`config.mk`:
```
export PLATFORM = sky130hd
export DESIGN_NAME = trsb_top
export DESIGN_NICKNAME = d
export VERILOG_FILES = /design/src/rtl/trsb_pkg.sv /design/src/rtl/trsb_top.sv
export VERILOG_INCLUDE_DIRS = /design/src /design/src/rtl
export SDC_FILE = /design/constraint.sdc
export NUM_CORES = 1
export LEC_CHECK = 0
export ABC_AREA = 1
export ABC_CLOCK_PERIOD_IN_PS = 6200
export BUFFER_PORTS_ARGS = -buffer_cell sky130_fd_sc_hd__buf_2
export CORE_MARGIN = 2
export CORE_UTILIZATION = 59
export CTS_CLUSTER_DIAMETER = 120
export DETAILED_ROUTE_END_ITERATION = 16
export GPL_ROUTABILITY_DRIVEN = 0
export GPL_TIMING_DRIVEN = 0
export PLACE_DENSITY = 0.86
export SETUP_SLACK_MARGIN = 0.15
export SKIP_CTS_REPAIR_TIMING = 1
export SLEW_MARGIN = 20
export SYNTH_ARGS = -nofsm -noshare
export SYNTH_HDL_FRONTEND = slang
export SYNTH_SLANG_ARGS = --single-unit
```
`constraint.sdc`:
```
create_clock -name core_clk -period 6.2 [get_ports core_clk]
set_input_delay 1.24 -clock core_clk [delete_from_list [all_inputs] [get_ports core_clk]]
set_output_delay 1.24 -clock core_clk [all_outputs]
set_load 0.05 [all_outputs]
```
`src/rtl/trsb_map.svh`:
```
// Register offsets, field positions, reset values and timing counts of the token ring bus
`ifndef TRSB_MAP_SVH
`define TRSB_MAP_SVH

// ----------------------------------------------------------------
// Register byte offsets
// ----------------------------------------------------------------
`define TRSB_OFF_STATE 8'h14
`define TRSB_OFF_MSG0 8'h18
`define TRSB_OFF_MSG1 8'h1c
`define TRSB_OFF_MSG2 8'h20
`define TRSB_OFF_MSG3 8'h24
`define TRSB_OFF_CTRL 8'h28
`define TRSB_OFF_CFG 8'h2c
`define TRSB_OFF_ISTAT 8'h30
`define TRSB_OFF_IMASK 8'h34

// ----------------------------------------------------------------
// Field positions
// ----------------------------------------------------------------
`define TRSB_CTRL_SEND 0
`define TRSB_CTRL_MASTER 1
`define TRSB_CTRL_NACK 3
`define TRSB_CTRL_RECV 4
`define TRSB_CTRL_CLKEN 6
`define TRSB_CFG_BUSEN 0
`define TRSB_CFG_ADDR_LSB 1
`define TRSB_CFG_SEED 4
`define TRSB_IRQ_MASTER 0
`define TRSB_IRQ_NACK 1
`define TRSB_IRQ_RECV 2

// ----------------------------------------------------------------
// Reset values
// ----------------------------------------------------------------
`define TRSB_RST_CTRL 8'h00
`define TRSB_RST_STATE 6'h00
`define TRSB_RST_IMASK 3'h7

// ----------------------------------------------------------------
// Timing states and clock figures
// ----------------------------------------------------------------
`define TRSB_ST_START 6'h02
`define TRSB_ST_SHIFT_FIRST 6'h03
`define TRSB_ST_SHIFT_LAST 6'h22
`define TRSB_ST_ADDR 6'h23
`define TRSB_ST_ACK 6'h24
`define TRSB_ST_LAST 6'h25
`define TRSB_CORE_CLK_NS 40
`define TRSB_RING_CLK_NS 320
`define TRSB_RING_HALF_CYC (`TRSB_RING_CLK_NS / (2 * `TRSB_CORE_CLK_NS))

`endif

```
`src/rtl/trsb_pkg.sv`:
```
// Types shared by the token ring bus controller
package trsb_pkg;

	// Software visible control and status flags
	typedef struct packed {
		logic clk_en;
		logic recv;
		logic nack;
		logic master;
		logic send;
	} trsb_flags_t;

	// Captured AHB address phase
	typedef struct packed {
		logic valid;
		logic write;
		logic [7:0] addr;
	} trsb_aphase_t;

	// Part this node plays in the current frame
	typedef enum logic [1:0] {
		TRSB_IDLE = 2'b00,
		TRSB_TALK = 2'b01,
		TRSB_LISTEN = 2'b10
	} trsb_role_t;

endpackage

```
`src/rtl/trsb_top.sv`:
```
// Token ring serial bus controller with AHB-Lite register slave
`timescale 1ns/1ns
`include "trsb_map.svh"

module trsb_top #(
	parameter int RING_HALF = `TRSB_RING_HALF_CYC
) (
	input wire logic core_clk, // Core clock, 25 MHz
	input wire logic rstn, // Asynchronous reset, active low
	input wire logic hsel, // AHB slave select
	input wire logic [31:0] haddr, // AHB address
	input wire logic [1:0] htrans, // AHB transfer type
	input wire logic hwrite, // AHB write
	input wire logic [2:0] hsize, // AHB size, word only
	input wire logic [31:0] hwdata, // AHB write data
	input wire logic hready, // AHB bus ready
	output logic [31:0] hrdata, // AHB read data
	output logic hreadyout, // AHB slave ready
	output logic hresp, // AHB response, always OKAY
	input wire logic token_in, // Token from previous node
	output logic token_out, // Token to next node
	input wire logic ring_data_in, // Data line level seen
	output logic ring_data_out, // Data line drive value
	output logic ring_data_oe, // Data line drive enable
	input wire logic ring_clk_in, // Ring clock line level seen
	output logic ring_clk_out, // Ring clock drive value
	output logic ring_clk_oe, // Ring clock drive enable
	output logic ring_interrupt // Level interrupt
);

	// ----------------------------------------------------------------
	// Parameter check
	// ----------------------------------------------------------------
	initial begin
		if (RING_HALF < 1 || RING_HALF > 255) begin
			$error("RING_HALF out of range");
		end
	end

	// ----------------------------------------------------------------
	// Reset synchroniser
	// ----------------------------------------------------------------
	logic rst_s1_ff; // First reset stage
	logic rst_n; // Released reset

	// Release reset through two flops
	always_ff @(posedge core_clk or negedge rstn) begin
		if (!rstn) begin
			rst_s1_ff <= 1'b0;
			rst_n <= 1'b0;
		end else begin
			rst_s1_ff <= 1'b1;
			rst_n <= rst_s1_ff;
		end
	end

	// ----------------------------------------------------------------
	// Pin synchronisers
	// ----------------------------------------------------------------
	logic [2:0] clk_s1_ff; // First stage: clock, token, data
	logic [2:0] clk_s2_ff; // Second stage
	logic ext_clk_d_ff; // Delayed clock for edge find
	logic token_sync; // Synced token in
	logic data_sync; // Synced data line

	// Two flops on every ring input: clock, token, data
	always_ff @(posedge core_clk or negedge rst_n) begin
		if (!rst_n) begin
			clk_s1_ff <= 3'h0;
			clk_s2_ff <= 3'h0;
			ext_clk_d_ff <= 1'b0;
		end else begin
			clk_s1_ff <= {ring_clk_in, token_in, ring_data_in};
			clk_s2_ff <= clk_s1_ff;
			ext_clk_d_ff <= clk_s2_ff[2];
		end
	end
	assign token_sync = clk_s2_ff[1];
	assign data_sync = clk_s2_ff[0];

	// ----------------------------------------------------------------
	// Control flags and ring clock source
	// ----------------------------------------------------------------
	trsb_pkg::trsb_flags_t flags_ff; // Control and status flags
	logic [7:0] div_cnt_ff; // Ring clock divider count
	logic div_ff; // Generated ring clock
	logic div_rise; // Generated clock rising
	logic ring_rise; // Selected ring clock rising

	always_ff @(posedge core_clk or negedge rst_n) begin
		if (!rst_n) begin
			div_cnt_ff <= 8'h00;
			div_ff <= 1'b0;
		end else if (div_cnt_ff == 8'(RING_HALF - 1)) begin
			div_cnt_ff <= 8'h00;
			div_ff <= ~div_ff;
		end else begin
			div_cnt_ff <= div_cnt_ff + 8'h01;
		end
	end
	assign div_rise = (div_cnt_ff == 8'(RING_HALF - 1)) && !div_ff;
	// own clock used directly, no crossing
	assign ring_rise = flags_ff.clk_en ? div_rise : (clk_s2_ff[2] && !ext_clk_d_ff);
	assign ring_clk_out = div_ff;
	// drive clock line only when enabled
	assign ring_clk_oe = flags_ff.clk_en;

	// ----------------------------------------------------------------
	// Timing state counter and decoder
	// ----------------------------------------------------------------
	logic [5:0] state_ff; // Timing state 0..37
	logic [7:0] state_dec; // Decoded timing state

	// advance on ring clock rise, wrap after 37
	always_ff @(posedge core_clk or negedge rst_n) begin
		if (!rst_n) begin
			state_ff <= `TRSB_RST_STATE;
		end else if (ring_rise) begin
			state_ff <= (state_ff == `TRSB_ST_LAST) ? 6'h00 : state_ff + 6'h01;
		end
	end

	// one-hot decode, bit 7 stays zero
	always_comb begin
		state_dec = 8'h00;
		if (state_ff < `TRSB_ST_SHIFT_FIRST) begin
			state_dec[state_ff[1:0]] = 1'b1;
		end else if (state_ff <= `TRSB_ST_SHIFT_LAST) begin
			state_dec[3] = 1'b1;
		end else if (state_ff == `TRSB_ST_ADDR) begin
			state_dec[4] = 1'b1;
		end else if (state_ff == `TRSB_ST_ACK) begin
			state_dec[5] = 1'b1;
		end else begin
			state_dec[6] = 1'b1;
		end
	end

	// ----------------------------------------------------------------
	// AHB-Lite slave
	// ----------------------------------------------------------------
	trsb_pkg::trsb_aphase_t aph_ff; // Pending data phase
	logic take; // Address phase accepted
	logic hit; // Address inside block
	logic [31:0] rd_word; // Read data for this address
	logic [31:0] msg_ff; // Message shift register
	logic [2:0] node_addr_ff; // Own ring address
	logic bus_en_ff; // Ring bus enable
	logic [2:0] istat_ff; // Sticky interrupt status
	logic [2:0] imask_ff; // Interrupt mask
	logic rd_msg3; // Read of message byte 3
	logic wr_msg0; // Write of message byte 0
	logic wr_go; // Write data phase ends now

	assign take = hsel && htrans[1] && hready;
	assign hit = (haddr[31:8] == 24'h000000);
	assign hreadyout = 1'b1;
	assign hresp = 1'b0;

	// read-only state, sync lag
	// Read mux, unmapped reads give zero
	always_comb begin
		rd_word = 32'h00000000;
		if (hit) begin
			unique case (haddr[7:0])
				`TRSB_OFF_STATE: rd_word = {24'h000000, state_dec};
				`TRSB_OFF_MSG0: rd_word = {24'h000000, msg_ff[7:0]};
				`TRSB_OFF_MSG1: rd_word = {24'h000000, msg_ff[15:8]};
				`TRSB_OFF_MSG2: rd_word = {24'h000000, msg_ff[23:16]};
				`TRSB_OFF_MSG3: rd_word = {24'h000000, msg_ff[31:24]};
				`TRSB_OFF_CTRL: rd_word = {25'h0000000, flags_ff.clk_en, 1'b0, flags_ff.recv,
					flags_ff.nack, 1'b0, flags_ff.master, flags_ff.send};
				`TRSB_OFF_CFG: rd_word = {28'h0000000, node_addr_ff, bus_en_ff};
				`TRSB_OFF_ISTAT: rd_word = {29'h00000000, istat_ff};
				`TRSB_OFF_IMASK: rd_word = {29'h00000000, imask_ff};
				default: rd_word = 32'h00000000;
			endcase
		end
	end

	// Capture address phase and read data
	always_ff @(posedge core_clk or negedge rst_n) begin
		if (!rst_n) begin
			aph_ff <= '0;
			hrdata <= 32'h00000000;
		end else begin
			aph_ff <= '{valid: take && hit, write: hwrite, addr: haddr[7:0]};
			if (take && !hwrite) begin
				hrdata <= rd_word;
			end
		end
	end

	assign wr_go = aph_ff.valid && aph_ff.write;
	// read side effect taken with the address phase
	assign rd_msg3 = take && hit && !hwrite && (haddr[7:0] == `TRSB_OFF_MSG3);
	// write side effect taken with the data phase
	assign wr_msg0 = wr_go && (aph_ff.addr == `TRSB_OFF_MSG0);

	// Configuration and mask registers
	always_ff @(posedge core_clk or negedge rst_n) begin
		if (!rst_n) begin
			bus_en_ff <= 1'b0;
			node_addr_ff <= 3'h0;
			imask_ff <= `TRSB_RST_IMASK;
		end else if (wr_go && aph_ff.addr == `TRSB_OFF_CFG) begin
			bus_en_ff <= hwdata[`TRSB_CFG_BUSEN];
			node_addr_ff <= hwdata[`TRSB_CFG_ADDR_LSB +: 3];
		end else if (wr_go && aph_ff.addr == `TRSB_OFF_IMASK) begin
			imask_ff <= hwdata[2:0];
		end
	end

	// ----------------------------------------------------------------
	// Frame roles and ring events
	// ----------------------------------------------------------------
	trsb_pkg::trsb_role_t role_ff; // Role in this frame
	logic token_ff; // Token held this frame
	logic seed_ff; // One-shot token injection
	logic start_ff; // Listener saw start marker
	logic addr_match; // Received frame is ours
	logic ev_master; // Frame sent and acknowledged
	logic ev_nack; // Frame sent, no acknowledge
	logic ev_recv; // Frame received for us

	assign addr_match = (msg_ff[31:29] == node_addr_ff);
	assign ev_master = ring_rise && state_ff == `TRSB_ST_ACK && role_ff == trsb_pkg::TRSB_TALK
		&& !data_sync;
	assign ev_nack = ring_rise && state_ff == `TRSB_ST_ACK && role_ff == trsb_pkg::TRSB_TALK
		&& data_sync;
	// destination from top three message bits
	assign ev_recv = ring_rise && state_ff == `TRSB_ST_ADDR && role_ff == trsb_pkg::TRSB_LISTEN
		&& start_ff && addr_match;

	// token capture at frame start and role choice
	always_ff @(posedge core_clk or negedge rst_n) begin
		if (!rst_n) begin
			role_ff <= trsb_pkg::TRSB_IDLE;
			token_ff <= 1'b0;
			seed_ff <= 1'b0;
		end else begin
			if (wr_go && aph_ff.addr == `TRSB_OFF_CFG && hwdata[`TRSB_CFG_SEED]) begin
				seed_ff <= 1'b1;
			end else if (ring_rise && state_ff == `TRSB_ST_LAST) begin
				seed_ff <= 1'b0;
			end
			if (ring_rise && state_ff == `TRSB_ST_LAST) begin
				token_ff <= token_sync || seed_ff;
				if ((token_sync || seed_ff) && flags_ff.send && bus_en_ff) begin
					role_ff <= trsb_pkg::TRSB_TALK;
				end else if (!flags_ff.send && !flags_ff.recv && bus_en_ff) begin
					role_ff <= trsb_pkg::TRSB_LISTEN;
				end else begin
					role_ff <= trsb_pkg::TRSB_IDLE;
				end
			end
		end
	end

	// pass token on during the last state
	always_ff @(posedge core_clk or negedge rst_n) begin
		if (!rst_n) begin
			token_out <= 1'b0;
		end else if (ring_rise && state_ff == `TRSB_ST_ACK) begin
			token_out <= token_ff;
		end else if (ring_rise && state_ff == 6'h00) begin
			token_out <= 1'b0;
		end
	end

	// Listener start marker, low data in state 2
	always_ff @(posedge core_clk or negedge rst_n) begin
		if (!rst_n) begin
			start_ff <= 1'b0;
		end else if (ring_rise && state_ff == `TRSB_ST_START) begin
			start_ff <= !data_sync;
		end
	end

	// ----------------------------------------------------------------
	// Message shift register
	// ----------------------------------------------------------------
	logic shift_now; // Bit edge of states 3..34

	assign shift_now = ring_rise && state_ff >= `TRSB_ST_SHIFT_FIRST
		&& state_ff <= `TRSB_ST_SHIFT_LAST;

	// host byte access and one bit per shift state
	always_ff @(posedge core_clk or negedge rst_n) begin
		if (!rst_n) begin
			msg_ff <= 32'h00000000;
		end else if (shift_now && role_ff == trsb_pkg::TRSB_TALK) begin
			msg_ff <= {msg_ff[30:0], msg_ff[31]};
		end else if (shift_now && role_ff == trsb_pkg::TRSB_LISTEN && start_ff) begin
			msg_ff <= {msg_ff[30:0], data_sync};
		end else if (wr_go) begin
			unique case (aph_ff.addr)
				`TRSB_OFF_MSG0: msg_ff[7:0] <= hwdata[7:0];
				`TRSB_OFF_MSG1: msg_ff[15:8] <= hwdata[7:0];
				`TRSB_OFF_MSG2: msg_ff[23:16] <= hwdata[7:0];
				`TRSB_OFF_MSG3: msg_ff[31:24] <= hwdata[7:0];
				default: msg_ff <= msg_ff;
			endcase
		end
	end

	// Data line drive: start, message bits, acknowledge
	always_ff @(posedge core_clk or negedge rst_n) begin
		if (!rst_n) begin
			ring_data_out <= 1'b0;
			ring_data_oe <= 1'b0;
		end else if (ring_rise) begin
			ring_data_out <= 1'b0;
			ring_data_oe <= 1'b0;
			if (role_ff == trsb_pkg::TRSB_TALK && state_ff == 6'h01) begin
				ring_data_oe <= 1'b1;
			end else if (role_ff == trsb_pkg::TRSB_TALK && state_ff == `TRSB_ST_START) begin
				ring_data_out <= msg_ff[31];
				ring_data_oe <= 1'b1;
			end else if (role_ff == trsb_pkg::TRSB_TALK && state_ff >= `TRSB_ST_SHIFT_FIRST
				&& state_ff < `TRSB_ST_SHIFT_LAST) begin
				ring_data_out <= msg_ff[30];
				ring_data_oe <= 1'b1;
			end else if (ev_recv) begin
				ring_data_oe <= 1'b1;
			end
		end
	end

	// ----------------------------------------------------------------
	// Control and status flags
	// ----------------------------------------------------------------
	// flags, hardware set wins over clear
	always_ff @(posedge core_clk or negedge rst_n) begin
		if (!rst_n) begin
			flags_ff <= '0;
		end else begin
			if (wr_go && aph_ff.addr == `TRSB_OFF_CTRL && hwdata[`TRSB_CTRL_SEND]) begin
				flags_ff.send <= 1'b1;
			end else if (wr_msg0) begin
				flags_ff.send <= 1'b0;
			end
			if (wr_go && aph_ff.addr == `TRSB_OFF_CTRL) begin
				flags_ff.clk_en <= hwdata[`TRSB_CTRL_CLKEN];
			end
			if (ev_master) begin
				flags_ff.master <= 1'b1;
			end else if (wr_go && aph_ff.addr == `TRSB_OFF_CTRL && hwdata[`TRSB_CTRL_MASTER]) begin
				flags_ff.master <= 1'b0;
			end
			if (ev_nack) begin
				flags_ff.nack <= 1'b1;
			end else if (wr_go && aph_ff.addr == `TRSB_OFF_CTRL && hwdata[`TRSB_CTRL_NACK]) begin
				flags_ff.nack <= 1'b0;
			end
			if (ev_recv) begin
				flags_ff.recv <= 1'b1;
			end else if (rd_msg3) begin
				flags_ff.recv <= 1'b0;
			end
		end
	end

	// ----------------------------------------------------------------
	// Interrupt
	// ----------------------------------------------------------------
	logic [2:0] ev_vec; // Events in status bit order

	assign ev_vec = {ev_recv, ev_nack, ev_master};

	// Sticky status, write one to clear, event wins
	always_ff @(posedge core_clk or negedge rst_n) begin
		if (!rst_n) begin
			istat_ff <= 3'h0;
		end else begin
			for (int i = 0; i < 3; i++) begin
				if (ev_vec[i]) begin
					istat_ff[i] <= 1'b1;
				end else if (wr_go && aph_ff.addr == `TRSB_OFF_ISTAT && hwdata[i]) begin
					istat_ff[i] <= 1'b0;
				end
			end
		end
	end

	// interrupt gated by bus enable and mask
	always_ff @(posedge core_clk or negedge rst_n) begin
		if (!rst_n) begin
			ring_interrupt <= 1'b0;
		end else begin
			ring_interrupt <= bus_en_ff && |(istat_ff & imask_ff);
		end
	end

	// ----------------------------------------------------------------
	// Assertions
	// ----------------------------------------------------------------
	a_state_onehot: assert property (@(posedge core_clk) disable iff (!rst_n) $onehot(state_dec))
		else $error("state decode not one-hot");
	a_state_wrap: assert property (@(posedge core_clk) disable iff (!rst_n)
		ring_rise && state_ff == `TRSB_ST_LAST |=> state_ff == 6'h00)
		else $error("state did not wrap to 0");
	a_state_step: assert property (@(posedge core_clk) disable iff (!rst_n)
		ring_rise && state_ff != `TRSB_ST_LAST |=> state_ff == $past(state_ff) + 6'h01)
		else $error("state did not step by one");
	a_state_write_ro: assert property (@(posedge core_clk) disable iff (!rst_n)
		!ring_rise |=> $stable(state_ff))
		else $error("state moved without ring clock");
	a_mid_span_bit: assert property (@(posedge core_clk) disable iff (!rst_n)
		state_ff >= `TRSB_ST_SHIFT_FIRST && state_ff <= `TRSB_ST_SHIFT_LAST |-> state_dec == 8'h08)
		else $error("mid span decode wrong");
	a_recv_clear: assert property (@(posedge core_clk) disable iff (!rst_n)
		rd_msg3 && !ev_recv |=> !flags_ff.recv)
		else $error("receive pending not cleared");
	a_send_clear: assert property (@(posedge core_clk) disable iff (!rst_n)
		wr_msg0 && !(wr_go && aph_ff.addr == `TRSB_OFF_CTRL) |=> !flags_ff.send)
		else $error("send pending not cleared");
	a_irq_raise: assert property (@(posedge core_clk) disable iff (!rst_n)
		ev_recv && bus_en_ff && imask_ff[2] |=> ##1 ring_interrupt)
		else $error("interrupt missing after receive");
	a_clk_drive: assert property (@(posedge core_clk) disable iff (!rst_n)
		flags_ff.clk_en && ring_rise |=> ring_clk_oe && ring_clk_out && !$past(ring_clk_out))
		else $error("driven clock not rising with state");
	a_talk_drive: assert property (@(posedge core_clk) disable iff (!rst_n)
		ring_rise && state_ff == `TRSB_ST_START && role_ff == trsb_pkg::TRSB_TALK
		|=> ring_data_oe [*8])
		else $error("talker stopped driving data");
	a_token_pass: assert property (@(posedge core_clk) disable iff (!rst_n)
		ring_rise && state_ff == `TRSB_ST_ACK && token_ff |=> token_out)
		else $error("token not passed on");

endmodule

```
==> impl_metrics.toml <==
[route]
routed_wl_um = 13400
drc = 0
detailedRoute.firstPassIterationCount = 7
via_count = 4907
ant_nets = 0
viasPerCell = 5.82
drt_iter0_markers = 541
wl_per_cell_um = 15.9

[logic_synthesis]
syn_avg_cell_area_um2 = 8.15
synth_compound_area_share_pct = 7.47
seq_area_frac_synth_pct = 47.8
synth-adder-area-share_pct = 1.46
synthCells = 631
synth_top_family_by_area = "simple AND/OR/NAND/NOR gates"
yosys_warnings = 0
yosys-mux-area-fraction_pct = 0.414
synth_area_mm2 = 0.00514
synth_cell_type_count = 34
synth_xor_area_share_pct = 1.36
yosys.area_share.simple_pct = 30.9
synth_seq_cells = 98

[global_routing]
grtUsageTotal_pct = 28.3
grt_pass1_vias = 4656
grt_max_degree = 59
grt_pass1_wl_um = 21700
antenna_found_initial = 0
grt_overflow_total = 0

[floorplan]
die_area_mm2 = 0.00948
fp.dieH_um = 97.4
pin_count = 117
initial_core_util_pct = 59.8
placementRows = 34
die_w_um = 97.4
core_area_mm2 = 0.00859

[layout]
post-route-util_pct = 68.9
n_antenna_cell = 0
layout.cells.most_common = "nand2_1"
seq_area_mm2 = 0.00246
drive_gt1_share_pct = 19.3
nFillCells = 678
final_cell_mix = "nand2_1, nand3_1, dfrtp_1"
multiInputGateArea_mm2 = 0.00224
stdcell_area_mm2 = 0.00592
areaGrowthSynthToFinish_pct = 15.1
nets = 813
final_cells = 843

[placement]
pre_cts_slack_ns = 3.25
io_buffers = 62
hpwl_um = 9710
placed_area_mm2 = 0.00571
post-place-cells = 827

[cts]
cts_made_buffers = 9
cts_sinks = 98
cts_tree = "yes"
cts_root_buf = "clkbuf_8"
cts.clk_slew.worst_paths_ns = 0.10
cts_max_path_buffers = 2
h-tree-depth = 3
clk_latency_ns = 0.37

[timing]
rsz0062_at_grt = "no"
setup_slack_ns = 3.51
max_freq_mhz = 371
clock_skew_ns = 0.00844
finalSetupViolations = 0
hold_viol_final = 0
slew_headroom_pct = 61.3
period_needed_ns = 2.69
fin_crit_sh_pct = 43.4
max_slew.worst_pin.slew_ns = 0.578
fin_tns_setup_ns = 0
report.final.slew_viol_count = 0
hold_ws_ns = 0.306

[job]
maxCapViolCount = 0

[worst_hold_path]
min_path_type = "reg2async"

[run_status]
status = "completed"

[critical_path]
required_ns = 6.52
cp-end-kind = "flip-flop"
ff2ff_path_depth = 10
crit_fanout = 7
worstReg2RegStart = "div_cnt_ff[0]$_DFF_PN0_"
ff2ff_setup_slack_ns = 4.23
critical_path_arrival_ns = 3.01
worstReg2RegEnd = "state_ff[3]$_DFFE_PN0P_"
worstSetupPathType = "in2reg"
startpoint_type = "input port"

[power]
p_leak_nw = 3.08
cellPowerDensity_mw_per_mm2 = 288
ir_drop_uv = 165
finalPower_mw = 1.70
==> cell type report <==
class / instances / area share [%]
Buffer: 36 / 4.50
Multi-Input combinational cell: 449 / 37.8
Clock inverter: 7 / 1.42
Tap cell: 108 / 2.28
Sequential cell: 98 / 41.5
Timing Repair Buffer: 63 / 5.71
Inverter: 73 / 4.63
Clock buffer: 9 / 2.09
==> cell usage after synthesis <==
cell type | number | share of area, %
buf_4 | 27 | 3.9
buf_6 | 3 | 0.66
mux2i_1 | 1 | 0.19
or2_2 | 2 | 0.24
nand4_1 | 10 | 1.2
xnor2_1 | 3 | 0.51
nor2_2 | 4 | 0.49
o211ai_2 | 9 | 2.2
nor2_4 | 1 | 0.22
a31oi_1 | 1 | 0.12
o22ai_1 | 7 | 0.85
nand2_1 | 148 | 11
buf_2 | 6 | 0.58
nor4_1 | 9 | 1.1
o211ai_1 | 6 | 0.88
nor2_1 | 40 | 2.9
nand3b_1 | 2 | 0.29
xor2_1 | 5 | 0.85
nor3_2 | 2 | 0.39
and3_1 | 2 | 0.24
nand3_1 | 120 | 12
o21ai_0 | 24 | 2.3
dfrtp_1 | 95 | 46
dfstp_2 | 3 | 1.5
nand2_4 | 1 | 0.22
o211ai_4 | 1 | 0.41
mux2_2 | 1 | 0.22
nor3_1 | 11 | 1.1
o21ba_2 | 1 | 0.19
ha_1 | 6 | 1.5
inv_1 | 72 | 5.3
a21oi_1 | 5 | 0.49
inv_2 | 1 | 0.073
conb_1 | 2 | 0.15
==> where the power goes <==
group / switching [mW] / total, mW / internal (mW)
Combinational: 0.263 / 0.409 / 0.145
Sequential: 0.101 / 0.849 / 0.748
Clock: 0.251 / 0.446 / 0.195
==> flip-flops by register name, summed over array words and instances (netlist names), 4 cells and up <==
register	count
flags_ff	4
msg_ff	32
hrdata	8
state_ff	6
div_cnt_ff	8
aph_ff	10
==> layer usage <==
layer	track usage, %	wire length (µm)	vias up
met3	7.27	1390	80
met1	37.4	5250	2246
met5	0	0	-
li1	-	-	2228
met2	45.8	6220	353
met4	9.62	536	0
==> worst max-delay path, cell delays in order <==
cell     delay, ns
buf_2         0.10
nor2_1        0.25
nand2_1       0.18
nor3_2        0.47
inv_1         0.11
o21ai_0       0.36
nor2_1        0.10
nand2_1       0.07
nand2_1       0.05
nand2_1       0.07
==> cell families (layout without fill, tap and decap cells) <==
group	count (synthesis)	after routing
xor+xnor	8	8
other cells	2	27
mux	2	2
compound gates	54	54
flops	98	98
fa+ha+maj	6	6
buf+inv	109	188
simple gates	352	352
==> how the worst max path moves through the flow <==
| stage | from | to | depth (start not counted) |
|---|---|---|---|
| floorplan | rst_n$_DFF_PN0_ | aph_ff[0]$_DFF_PN0_ | 0 |
| global placement | rst_n$_DFF_PN0_ | hrdata[7]$_DFFE_PN0P_ | 0 |
| detailed placement | haddr[1] | hrdata[3]$_DFFE_PN0P_ | 10 |
| CTS | haddr[1] | hrdata[3]$_DFFE_PN0P_ | 10 |
| global route | haddr[1] | hrdata[3]$_DFFE_PN0P_ | 10 |
| finish | haddr[1] | hrdata[3]$_DFFE_PN0P_ | 10 |
Note: power is estimated with default switching activity, not from simulation.
